## src/include/fmsc_regs.vh

```
// Register offsets, field positions and reset values of the float-mode
// slot configuration bank.
// Assumes inclusion by bare name from the logic files.
`ifndef FMSC_REGS_VH
`define FMSC_REGS_VH

`define FMSC_ADDR_W           8
`define FMSC_DATA_W           16

// Register offsets
`define FMSC_OFS_PULSE_WIDTH  8'h57
`define FMSC_OFS_SLOT_B_CTRL  8'h59
`define FMSC_OFS_PULSE_MASK   8'h5A
`define FMSC_OFS_SLOT_A_CTRL  8'h5E

// Reset values
`define FMSC_RST_PULSE_WIDTH  16'h0320
`define FMSC_RST_SLOT_CTRL    16'h0808
`define FMSC_RST_PULSE_MASK   16'h0010
`define FMSC_RST_ZERO         16'h0000

// Fields of the slot float control registers
`define FMSC_EN_HI            14
`define FMSC_EN_LO            13
`define FMSC_PRECON_HI        12
`define FMSC_PRECON_LO        8
`define FMSC_EN_FLOAT         2'h3
`define FMSC_EN_OFF           2'h0

// Fields of the pulse mask register
`define FMSC_MASK_B_HI        15
`define FMSC_MASK_B_LO        12
`define FMSC_MASK_A_HI        11
`define FMSC_MASK_A_LO        8

// Fields of the float pulse width register
`define FMSC_WIDTH_HI         12
`define FMSC_WIDTH_LO         8
`define FMSC_OFFSET_HI        7
`define FMSC_OFFSET_LO        0

// Typical preconditioning delay in microseconds, as a reference figure
`define FMSC_PRECON_TYP_US    16

`endif

```

## src/logic/fmsc_float_cfg.v

```verilog
// Float-mode slot configuration register bank: slot enables,
// preconditioning delays, per-position LED fire masks and pulse width.
// Assumes the host port decoder runs on i_mclk and presents one-cycle
// write and read strobes with address and data valid in the same cycle.
// No synchronisers: every input already belongs to the i_mclk domain.
`timescale 1ns/1ps
`include "fmsc_regs.vh"

// Overview of operation
// Slot B enable field: 0 disables, 3 enables float, 1 and 2 reserved.
// Slot A enable field: 0 disables, 3 enables float, 1 and 2 reserved.
// Slot B five-bit preconditioning delay to first float period, reset 0x08.
// Slot A five-bit preconditioning delay to first float period, reset 0x08.
// Each mask bit covers one of four pulse positions; one suppresses firing.
// Slot B mask in bits 15..12; bit 12 first pulse, bit 15 fourth.
// Slot A mask in bits 11..8; bit 8 first pulse, bit 11 fourth.
// Slot B float pulse width is five bits in 1 us steps.
// Software writes reserved bits only with their documented defaults.
module fmsc_float_cfg (
	// Clock and reset
	input  wire        i_mclk,
	input  wire        i_rst_n,
	// Host register port
	input  wire [7:0]  i_addr,
	input  wire        i_wr_en,
	input  wire [15:0] i_wdata,
	input  wire        i_rd_en,
	output wire [15:0] o_rdata,
	output wire        o_rd_valid,
	// Slot B settings
	output wire [1:0]  o_slot_b_float_enable,
	output wire        o_slot_b_float_on,
	output wire [4:0]  o_slot_b_float_precondition_time,
	output wire [3:0]  o_slot_b_pulse_fire_mask,
	output wire [4:0]  o_slot_b_float_pulse_width,
	output wire [7:0]  o_slot_b_float_pulse_offset,
	// Slot A settings
	output wire [1:0]  o_slot_a_float_enable,
	output wire        o_slot_a_float_on,
	output wire [4:0]  o_slot_a_float_precondition_time,
	output wire [3:0]  o_slot_a_pulse_fire_mask
);

	// Slot indices of the per-slot generate loop
	localparam SLOT_A = 0;
	localparam SLOT_B = 1;
	localparam N_SLOT = 2;
	// Every access is one full host word; there are no byte lanes
	localparam DW     = `FMSC_DATA_W;

	// Address decode, shared by the write and the read path
	wire                 hit_width;
	wire                 hit_mask;
	wire [N_SLOT-1:0]    hit_ctrl;

	// Write strobes, one per register
	wire                 we_width;
	wire                 we_mask;
	wire [N_SLOT-1:0]    we_ctrl;

	// Stored register words
	reg  [DW-1:0]        width_q;
	reg  [DW-1:0]        width_d;
	reg  [DW-1:0]        mask_q;
	reg  [DW-1:0]        mask_d;
	wire [N_SLOT*DW-1:0] ctrl_w;
	wire [DW-1:0]        ctrl_a_w;
	wire [DW-1:0]        ctrl_b_w;
	wire [N_SLOT-1:0]    on_w;

	// Read path
	reg  [DW-1:0]        rdata_q;
	reg  [DW-1:0]        rdata_d;
	reg                  rd_valid_q;
	reg                  rd_valid_d;

	assign hit_width        = (i_addr == `FMSC_OFS_PULSE_WIDTH);
	assign hit_mask         = (i_addr == `FMSC_OFS_PULSE_MASK);
	assign hit_ctrl[SLOT_A] = (i_addr == `FMSC_OFS_SLOT_A_CTRL);
	assign hit_ctrl[SLOT_B] = (i_addr == `FMSC_OFS_SLOT_B_CTRL);

	// Unmapped offsets raise no strobe, so such writes are dropped
	assign we_width = i_wr_en & hit_width;
	assign we_mask  = i_wr_en & hit_mask;
	assign we_ctrl  = {N_SLOT{i_wr_en}} & hit_ctrl;

	// Reserved bits are stored as written so a read-back shows what
	// software left there; masking them would hide a bad write

	// Float pulse width and first-pulse offset of slot B
	always @* begin
		width_d = width_q;
		if (we_width) begin
			width_d = i_wdata;
		end
	end

	always @(posedge i_mclk or negedge i_rst_n) begin
		if (!i_rst_n) begin
			width_q <= `FMSC_RST_PULSE_WIDTH;
		end else begin
			width_q <= width_d;
		end
	end

	// LED fire masks of both slots share one word
	always @* begin
		mask_d = mask_q;
		if (we_mask) begin
			mask_d = i_wdata;
		end
	end

	always @(posedge i_mclk or negedge i_rst_n) begin
		if (!i_rst_n) begin
			mask_q <= `FMSC_RST_PULSE_MASK;
		end else begin
			mask_q <= mask_d;
		end
	end

	// One control word and one float flag per slot; only the decode differs
	genvar g;
	generate
		for (g = 0; g < N_SLOT; g = g + 1) begin : g_slot
			reg  [DW-1:0] ctrl_q;
			reg  [DW-1:0] ctrl_d;
			reg           on_q;
			reg           on_d;

			always @* begin
				ctrl_d = ctrl_q;
				if (we_ctrl[g]) begin
					ctrl_d = i_wdata;
				end
				// Reserved codes 1 and 2 leave float off rather than guess
				on_d = (ctrl_d[`FMSC_EN_HI:`FMSC_EN_LO]
					== `FMSC_EN_FLOAT);
			end

			// The flag is taken from the next word so it moves with it
			always @(posedge i_mclk or negedge i_rst_n) begin
				if (!i_rst_n) begin
					ctrl_q <= `FMSC_RST_SLOT_CTRL;
					on_q   <= 1'b0;
				end else begin
					ctrl_q <= ctrl_d;
					on_q   <= on_d;
				end
			end

			assign ctrl_w[g*DW +: DW] = ctrl_q;
			assign on_w[g]            = on_q;
		end
	endgenerate

	assign ctrl_a_w = ctrl_w[SLOT_A*DW +: DW];
	assign ctrl_b_w = ctrl_w[SLOT_B*DW +: DW];

	// Read mux; a read and a write in one cycle return the old word
	// Offsets are distinct, so at most one hit is set
	always @* begin
		// The valid pulse follows every read strobe, mapped or not
		rd_valid_d = i_rd_en;
		rdata_d    = `FMSC_RST_ZERO;
		if (hit_width) begin
			rdata_d = width_q;
		end
		if (hit_mask) begin
			rdata_d = mask_q;
		end
		if (hit_ctrl[SLOT_A]) begin
			rdata_d = ctrl_a_w;
		end
		if (hit_ctrl[SLOT_B]) begin
			rdata_d = ctrl_b_w;
		end
	end

	// Read data is held until the next read strobe
	always @(posedge i_mclk or negedge i_rst_n) begin
		if (!i_rst_n) begin
			rdata_q    <= `FMSC_RST_ZERO;
			rd_valid_q <= 1'b0;
		end else begin
			rd_valid_q <= rd_valid_d;
			if (i_rd_en) begin
				rdata_q <= rdata_d;
			end
		end
	end

	assign o_rdata    = rdata_q;
	assign o_rd_valid = rd_valid_q;

	// Enable codes 1 and 2 read back as written; only the flag ignores them
	// Slot B fields
	assign o_slot_b_float_enable =
		ctrl_b_w[`FMSC_EN_HI:`FMSC_EN_LO];
	assign o_slot_b_float_on = on_w[SLOT_B];
	assign o_slot_b_float_precondition_time =
		ctrl_b_w[`FMSC_PRECON_HI:`FMSC_PRECON_LO];
	// Bit 0 of each mask is the first pulse; a one suppresses it
	assign o_slot_b_pulse_fire_mask =
		mask_q[`FMSC_MASK_B_HI:`FMSC_MASK_B_LO];
	assign o_slot_b_float_pulse_width =
		width_q[`FMSC_WIDTH_HI:`FMSC_WIDTH_LO];
	assign o_slot_b_float_pulse_offset =
		width_q[`FMSC_OFFSET_HI:`FMSC_OFFSET_LO];

	// Slot A fields
	assign o_slot_a_float_enable =
		ctrl_a_w[`FMSC_EN_HI:`FMSC_EN_LO];
	assign o_slot_a_float_on = on_w[SLOT_A];
	assign o_slot_a_float_precondition_time =
		ctrl_a_w[`FMSC_PRECON_HI:`FMSC_PRECON_LO];
	assign o_slot_a_pulse_fire_mask =
		mask_q[`FMSC_MASK_A_HI:`FMSC_MASK_A_LO];

endmodule // fmsc_float_cfg

```

## config.mk

```make
export PLATFORM = sky130hd
export DESIGN_NAME = fmsc_float_cfg
export DESIGN_NICKNAME = d
export VERILOG_FILES = /design/src/logic/fmsc_float_cfg.v
export VERILOG_INCLUDE_DIRS = /design/src /design/src/include
export SDC_FILE = /design/constraint.sdc
export NUM_CORES = 1
export LEC_CHECK = 0
export BUFFER_PORTS_ARGS = -buffer_cell sky130_fd_sc_hd__buf_4
export CORE_ASPECT_RATIO = 1.25
export CORE_MARGIN = 3
export CORE_UTILIZATION = 50
export CTS_BUF_LIST = sky130_fd_sc_hd__clkbuf_4 sky130_fd_sc_hd__clkbuf_8
export CTS_CLUSTER_DIAMETER = 100
export DETAILED_ROUTE_END_ITERATION = 6
export HOLD_SLACK_MARGIN = 0.06
export MAX_ROUTING_LAYER = met4
export PLACE_DENSITY = 0.74
export SLEW_MARGIN = 20
export SYNTH_ARGS = -nofsm -noshare
export SYNTH_HDL_FRONTEND = slang
export SYNTH_SLANG_ARGS = --single-unit
export TNS_END_PERCENT = 30
```

## constraint.sdc

```tcl
create_clock -name i_mclk -period 1.33 [get_ports i_mclk]
set_input_delay 0.0665 -clock i_mclk [delete_from_list [all_inputs] [get_ports i_mclk]]
set_output_delay 0.0665 -clock i_mclk [all_outputs]
set_load 0.02 [all_outputs]
```

==> impl_results.md, run 1 <==
* Status: complete, no violations
* Worst R2R Start: width_q[9]$_DFFE_PN1P_
* Slowest cell on crit path: dfstp_2
* FF+latch count, synth at 83
* Total grt overflow at 0
* Final Skew at approximately 8.3 ps
* CTS tree: built
* Die height at roughly 110 um
* R2R Path End: o_rdata[9]$_DFFE_PN0P_
* Sequential power share at 0.518
* Total Power at 0.00520 W
* Row cnt at 35
* Wire per inst at ~19 um
* DP HPWL at a little over 6000 um
* Switching power at 0.00130 W
* Vias in the first global route at between 2k and 3k
* Reg2Reg Depth at 3
* Worst Path Arrival at between 1000 and 1500 ps
* Initial antenna violation count at 0
* Syn Nets at 344
* Avg Inst Size Synth at roughly 13 um2
* Final setup vio count at 0
* Routability cong. at between 0.7 and 0.8
* Die ar. at a little over 9000 um2
* Storage cell area at approximately 2100 um2
* Critical path class: reg2out
* DRC Markers at 0
* Initial Util at 0.529
* Critical path launch point type: register
* CTS Buffer Depth at 2
* Static Leakage at ~2.4 nW
* Period utilization at 0.843
* Slew Viols, Final at 0
* Vias at between 2k and 3k
* Slew margin rel. at 0.755
* Power Dens Cells at ~1000 nW/um2
* Unrepaired setup endpoints after global routing: no
* Min Tclk post-route at roughly 1100 ps
* Multi-input combinational cell area at 1480 um2
* Post-DRT Antenna Nets at 0
* Total routed wirelength at roughly 9000 um
* Buffers & Inverters on Critical Path at 1
* GRT Total Usage at 0.218
* # nets final at about 420
* CTS Sinks at 83
* Int Pwr at a little under 0.004 W
* Die X at around 86 um
* # port buffers at 81
* Avg Vias per Cell at 5.62
* Clk root buf: clkbuf_8
* Area delta synth->final at 24.5%
* CORE AREA at 7580 um2
* DRT iter0 DRCs at between 150 and 200
* Clk network pwr share at 0.365
* Setup slack, reg-to-reg at approximately 300 ps
* Fillers at roughly 580
* Initial DRT Pass Iterations at 4
* Crit end category: primary output
* Cell count after synthesis at ~320
* Reg clk slew, reported paths at around 80 ps
* CP Max Fanout at 3
* Max incr delay on CP at ~560 ps
* H-tree levels at 3
* CTS Buf Count at 9
* Worst path cell trace: buf_4
* First-pass GRT wire length at between 10,000 and 15,000 um
* IO Pins at 82
* Layout cells sized above 1 at 0.492
* Sequential share of the synthesized area at 0.521
* Post-synth cell types at 22
* Synth warn at 0
* Maximum VDD drop at a little over 0.0007 V
* Post-CTS setup buffers at 0
* Least-Margin Pin Slew at 368 ps
* Pin count of the biggest net entering global routing at 34
* Skew-Pair Late Insertion Delay at 350 ps
* ANT cells at 0
* Mapped Area at 4010 um2
* Gate power share at 0.117
* F_max at 892 MHz
* Final hold slack at 167 ps
* Top delay family on crit path: flip-flops
* Max cap viols at 0
* Worst Path Required at between 1000 and 1500 ps
* Worst Hold Class: in2async
* Final Hold Fails at 0
* Net Sw Frac at 0.250
worst max-delay path by stage:
stage | from | to | slack (ps) | cells past startpoint
floorplan | i_addr[7] | ctrl_b_w[10]$_DFFE_PN0N_ | 80 | 5
global placement | i_addr[7] | ctrl_b_w[7]$_DFFE_PN0N_ | -10 | 6
detailed placement | i_addr[7] | o_rdata[6]$_DFFE_PN0P_ | -40 | 6
CTS | ctrl_b_w[11]$_DFFE_PN1N_ | o_slot_b_float_precondition_time[3] | 190 | 1
global route | width_q[9]$_DFFE_PN1P_ | o_slot_b_float_pulse_width[1] | 170 | 1
finish | ctrl_b_w[11]$_DFFE_PN1N_ | o_slot_b_float_precondition_time[3] | 210 | 1
cell type report:
| class | instances | share of cell area |
|---|---|---|
| Sequential cell | 83 | 0.419 |
| Timing Repair Buffer | 116 | 0.206 |
| Multi-Input combinational cell | 163 | 0.298 |
| Inverter | 16 | 0.0120 |
| Clock buffer | 11 | 0.0304 |
| Clock inverter | 5 | 0.0120 |
| Tap cell | 92 | 0.0231 |
layout by cell type, fill, tap and decap left out, drive strengths merged:
master	netlist	layout
dfstp	8	8
and2b	1	1
nand4	4	4
clkinvlp	0	1
buf	48	98
nand3	3	3
dlygate4sd3	0	18
a22oi	16	16
a21oi	16	16
o22a	16	16
o22ai	16	16
dfrtp	75	75
and4bb	1	1
bufinv	0	1
inv	16	17
nand2	3	3
nor2b	4	4
o21ai	18	18
mux2	64	64
clkbuf	6	11
and2	1	1
clkinv	0	2
sequential cells by signal (all words and copies together), names as in the netlist:
signal             flops
ctrl_a_w              16
ctrl_b_w              16
mask_q                16
o_rd_valid             1
o_rdata               16
o_slot_a_float_on      1
o_slot_b_float_on      1
width_q               16
stage by stage:
step	std cells	setup TNS [ps]	utilization	instance area (um2)	worst slack (ps)
floorplan	316	0	-	4010	80.1
global placement	452	-37.4	0.606	4590	-9.68
detailed placement	452	-366	0.606	4590	-39.4
CTS	486	0	0.658	4990	194
global route	486	0	0.658	4990	174
finish	486	0	0.658	4990	209
power by group through the flow:
| stage | Combinational, W | Clock, W | Sequential (W) |
|---|---|---|---|
| after floorplan | 0.000344 | 0 | 0.00273 |
| after global placement | 0.000562 | 0 | 0.00274 |
| after detailed placement | 0.000576 | 0 | 0.00274 |
| after CTS | 0.000618 | 0.00194 | 0.00269 |
| after global routing | 0.000662 | 0.00207 | 0.00271 |
| final | 0.000609 | 0.00190 | 0.00269 |
Yosys cell counts (all sizes together):
| cell | n | area, um2 |
|---|---|---|
| a21oi | 16 | 80.1 |
| a22oi | 16 | 120 |
| and2 | 1 | 6.26 |
| and2b | 1 | 7.51 |
| and4bb | 1 | 12.5 |
| buf | 48 | 359 |
| clkbuf | 6 | 22.5 |
| dfrtp | 75 | 1880 |
| dfstp | 8 | 210 |
| inv | 16 | 60.1 |
| mux2 | 64 | 781 |
| nand2 | 3 | 13.8 |
| nand3 | 3 | 15.0 |
| nand4 | 4 | 85.1 |
| nor2b | 4 | 25.0 |
| o21ai | 18 | 90.1 |
| o22a | 16 | 140 |
| o22ai | 16 | 100 |
cells by family after synthesis:
logic type      share of synthesized area
flops                               0.521
compound gates                      0.132
buf+inv                             0.110
mux                                 0.195
simple gates                       0.0412
repair_timing:
| action | CTS | global route |
|---|---|---|
| endpoints found under the hold margin | 145 | 0 |
| hold buffers | 18 | 0 |
| gates resized for setup | 0 | 0 |
worst register-to-register path: cells and delay by family (launching register included):
kind,cells,cell delay [ps]
compound gates,3,400
flops,1,550
routing by layer:
metal	GRT usage	up-vias	wire length, um
met4	0.0916	0	199
met2	0.344	93	4570
met3	0.0388	17	602
met1	0.275	1373	3660
li1	-	1249	-
met5	-	-	0
Power figures use the tool's default switching activity.
==> inputs of run 2 (changes only) <==
==> constraint.sdc (replaced) <==
create_clock -name i_mclk -period 1.1 [get_ports i_mclk]
set_input_delay 0.055 -clock i_mclk [delete_from_list [all_inputs] [get_ports i_mclk]]
set_output_delay 0.055 -clock i_mclk [all_outputs]
set_load 0.02 [all_outputs]
==> run 2 against run 1 <==
Against the previous run: the flow now finishes with violations (setup timing); die area did not move; power rose by 22%; global-route usage rose by 0.095 points; sequential share of layout area fell by 0.46 points; worst setup slack got worse by 210 ps; largest cell class unchanged; largest power group unchanged.
==> impl_results.md, run 2 (synthesized netlist as in run 1, its figures left out) <==
* Status: finished with violations
* Violated checks: setup timing
* Met2 WL at 4760 um
* Unrepaired setup endpoints after global routing: yes
* # nets final at approximately 430
* Total grt overflow at 0
* Row cnt at 35
* Least-Margin Pin Slew at roughly 440 ps
* Static Leakage at 2.46 nW
* CTS tree: built
* CP Max Fanout at 3
* Period utilization at 1.00
* CTS Buf Count at 9
* Critical path launch point type: register
* Most common cell after layout, fill and taps aside: buf_4
* Worst Hold Class: in2reg
* Buffers & Inverters on Critical Path at 1
* Maximum VDD drop at between 0.0009 and 0.001 V
* Final setup vio count at 3
* Post-Place Cells at 461
* F_max at approximately 910 MHz
* Pin count of the biggest net entering global routing at 84
* Slew margin rel. at 0.709
* Worst Path Required at approximately 1000 ps
* # port buffers at 81
* Slowest cell on crit path: dfstp_2
* Final Skew at 7.44 ps
* Commonest cells after routing, fill and taps aside: buf_4 (94), dfrtp_1 (75), mux2_2 (48)
* Vias at approximately 2.8k
* Critical path class: reg2out
* Crit end category: primary output
* CTS Buffer Depth at 2
* Layout cells sized above 1 at 0.501
* Slew Viols, Final at 0
* Vias in the first global route at approximately 2.8k
* CTS Sinks at a little over 80
* Total routed wirelength at between 9000 and 10,000 um
* DP HPWL at about 6300 um
* Uppermost layer routed: met4
* Reg clk slew, reported paths at about 90 ps
* Die height at roughly 110 um
* Wire length on met3 at about 550 um
* Fin cells at about 500
* Skew-Pair Late Insertion Delay at ~360 ps
* H-tree levels at 3
* Post-CTS setup buffers at 0
* Wire per inst at 18.7 um
* ANT cells at 0
* Placement Cell Area at approximately 4600 um2
* Die ar. at 9130 um2
* GRT Total Usage at 0.218
* Worst Path Arrival at around 1100 ps
* CORE AREA at between 7000 and 8000 um2
* M1 WL at ~3900 um
* Die X at between 80 and 90 um
* Avg Vias per Cell at about 5.6
* Setup WS post-layout at -0.672 ps
* DRT iter0 DRCs at 117
* Routability cong. at roughly 0.83
* DP Worst Slack at -268 ps
* Final Hold Fails at 0
* Area delta synth->final at 25.9%
* Setup TNS at -1.68 ps
* First-pass GRT wire length at around 15,000 um
* DRC Markers at 0
* IO Pins at 82
* Initial DRT Pass Iterations at 4
* Non-Filler Cell Area, Final at 5040 um2
* Worst path cell trace: buf_6
* Post-DRT Antenna Nets at 0
* Power Dens Cells at roughly 1300 nW/um2
* Clk root buf: clkbuf_8
* Max incr delay on CP at approximately 570 ps
* Initial Util at 0.529
* Max cap viols at 0
* Min Tclk post-route at about 1100 ps
* Top delay family on crit path: flip-flops
* Initial antenna violation count at 0
[run 2: where the power goes]
group	switching [W]	internal [W]
logic	0.000376	0.000371
registers	0.0000863	0.00318
clock network	0.00120	0.00114
total	0.00167	0.00469
[run 2: path summary, 6_finish.rpt]
check	from	to	slack [ps]	cells past startpoint
worst min-delay path	i_wr_en	mask_q[15]$_DFFE_PN0P_	200	4
min in group asynchronous	i_rst_n	mask_q[14]$_DFFE_PN0P_	250	3
max in group asynchronous	i_rst_n	mask_q[4]$_DFFE_PN1P_	470	3
worst max-delay path	width_q[8]$_DFFE_PN1P_	o_slot_b_float_pulse_width[0]	-0.7	1
worst min register to register	ctrl_b_w[2]$_DFFE_PN0N_	ctrl_b_w[2]$_DFFE_PN0N_	510	1
worst max register to register	width_q[8]$_DFFE_PN1P_	o_rdata[8]$_DFFE_PN0P_	60	3
[run 2: metal layers]
layer / global-route usage / up-vias
met5: - / -
met4: 0.0532 / 0
met3: 0.0481 / 10
met2: 0.368 / 88
met1: 0.266 / 1426
li1: - / 1268
[run 2: layout make-up]
type | instances | area (um2)
fill | 571 | 2530
sequential | 83 | 2090
multi-input combinational | 163 | 1490
timing repair buffer | 125 | 1080
clock buffer | 10 | 138
tap | 92 | 115
clock inverter | 6 | 71.3
inverter | 16 | 60.1
[run 2: timing repair]
action | 4_1_cts | 5_1_grt
hold buffers | 18 | 0
cloned | 0 | 0
endpoints found under the hold margin | 149 | 0
resized for setup | 6 | 2
endpoints found under the setup margin | 6 | 7
[run 2: metrics by stage]
stage	util	power, W	hold WS, ps
2_1_floorplan	-	0.00371	-241
3_3_place_gp	0.610	0.00399	115
3_5_place_dp	0.610	0.00401	117
4_1_cts	0.664	0.00637	188
5_1_grt	0.665	0.00657	204
6_report	0.665	0.00635	196
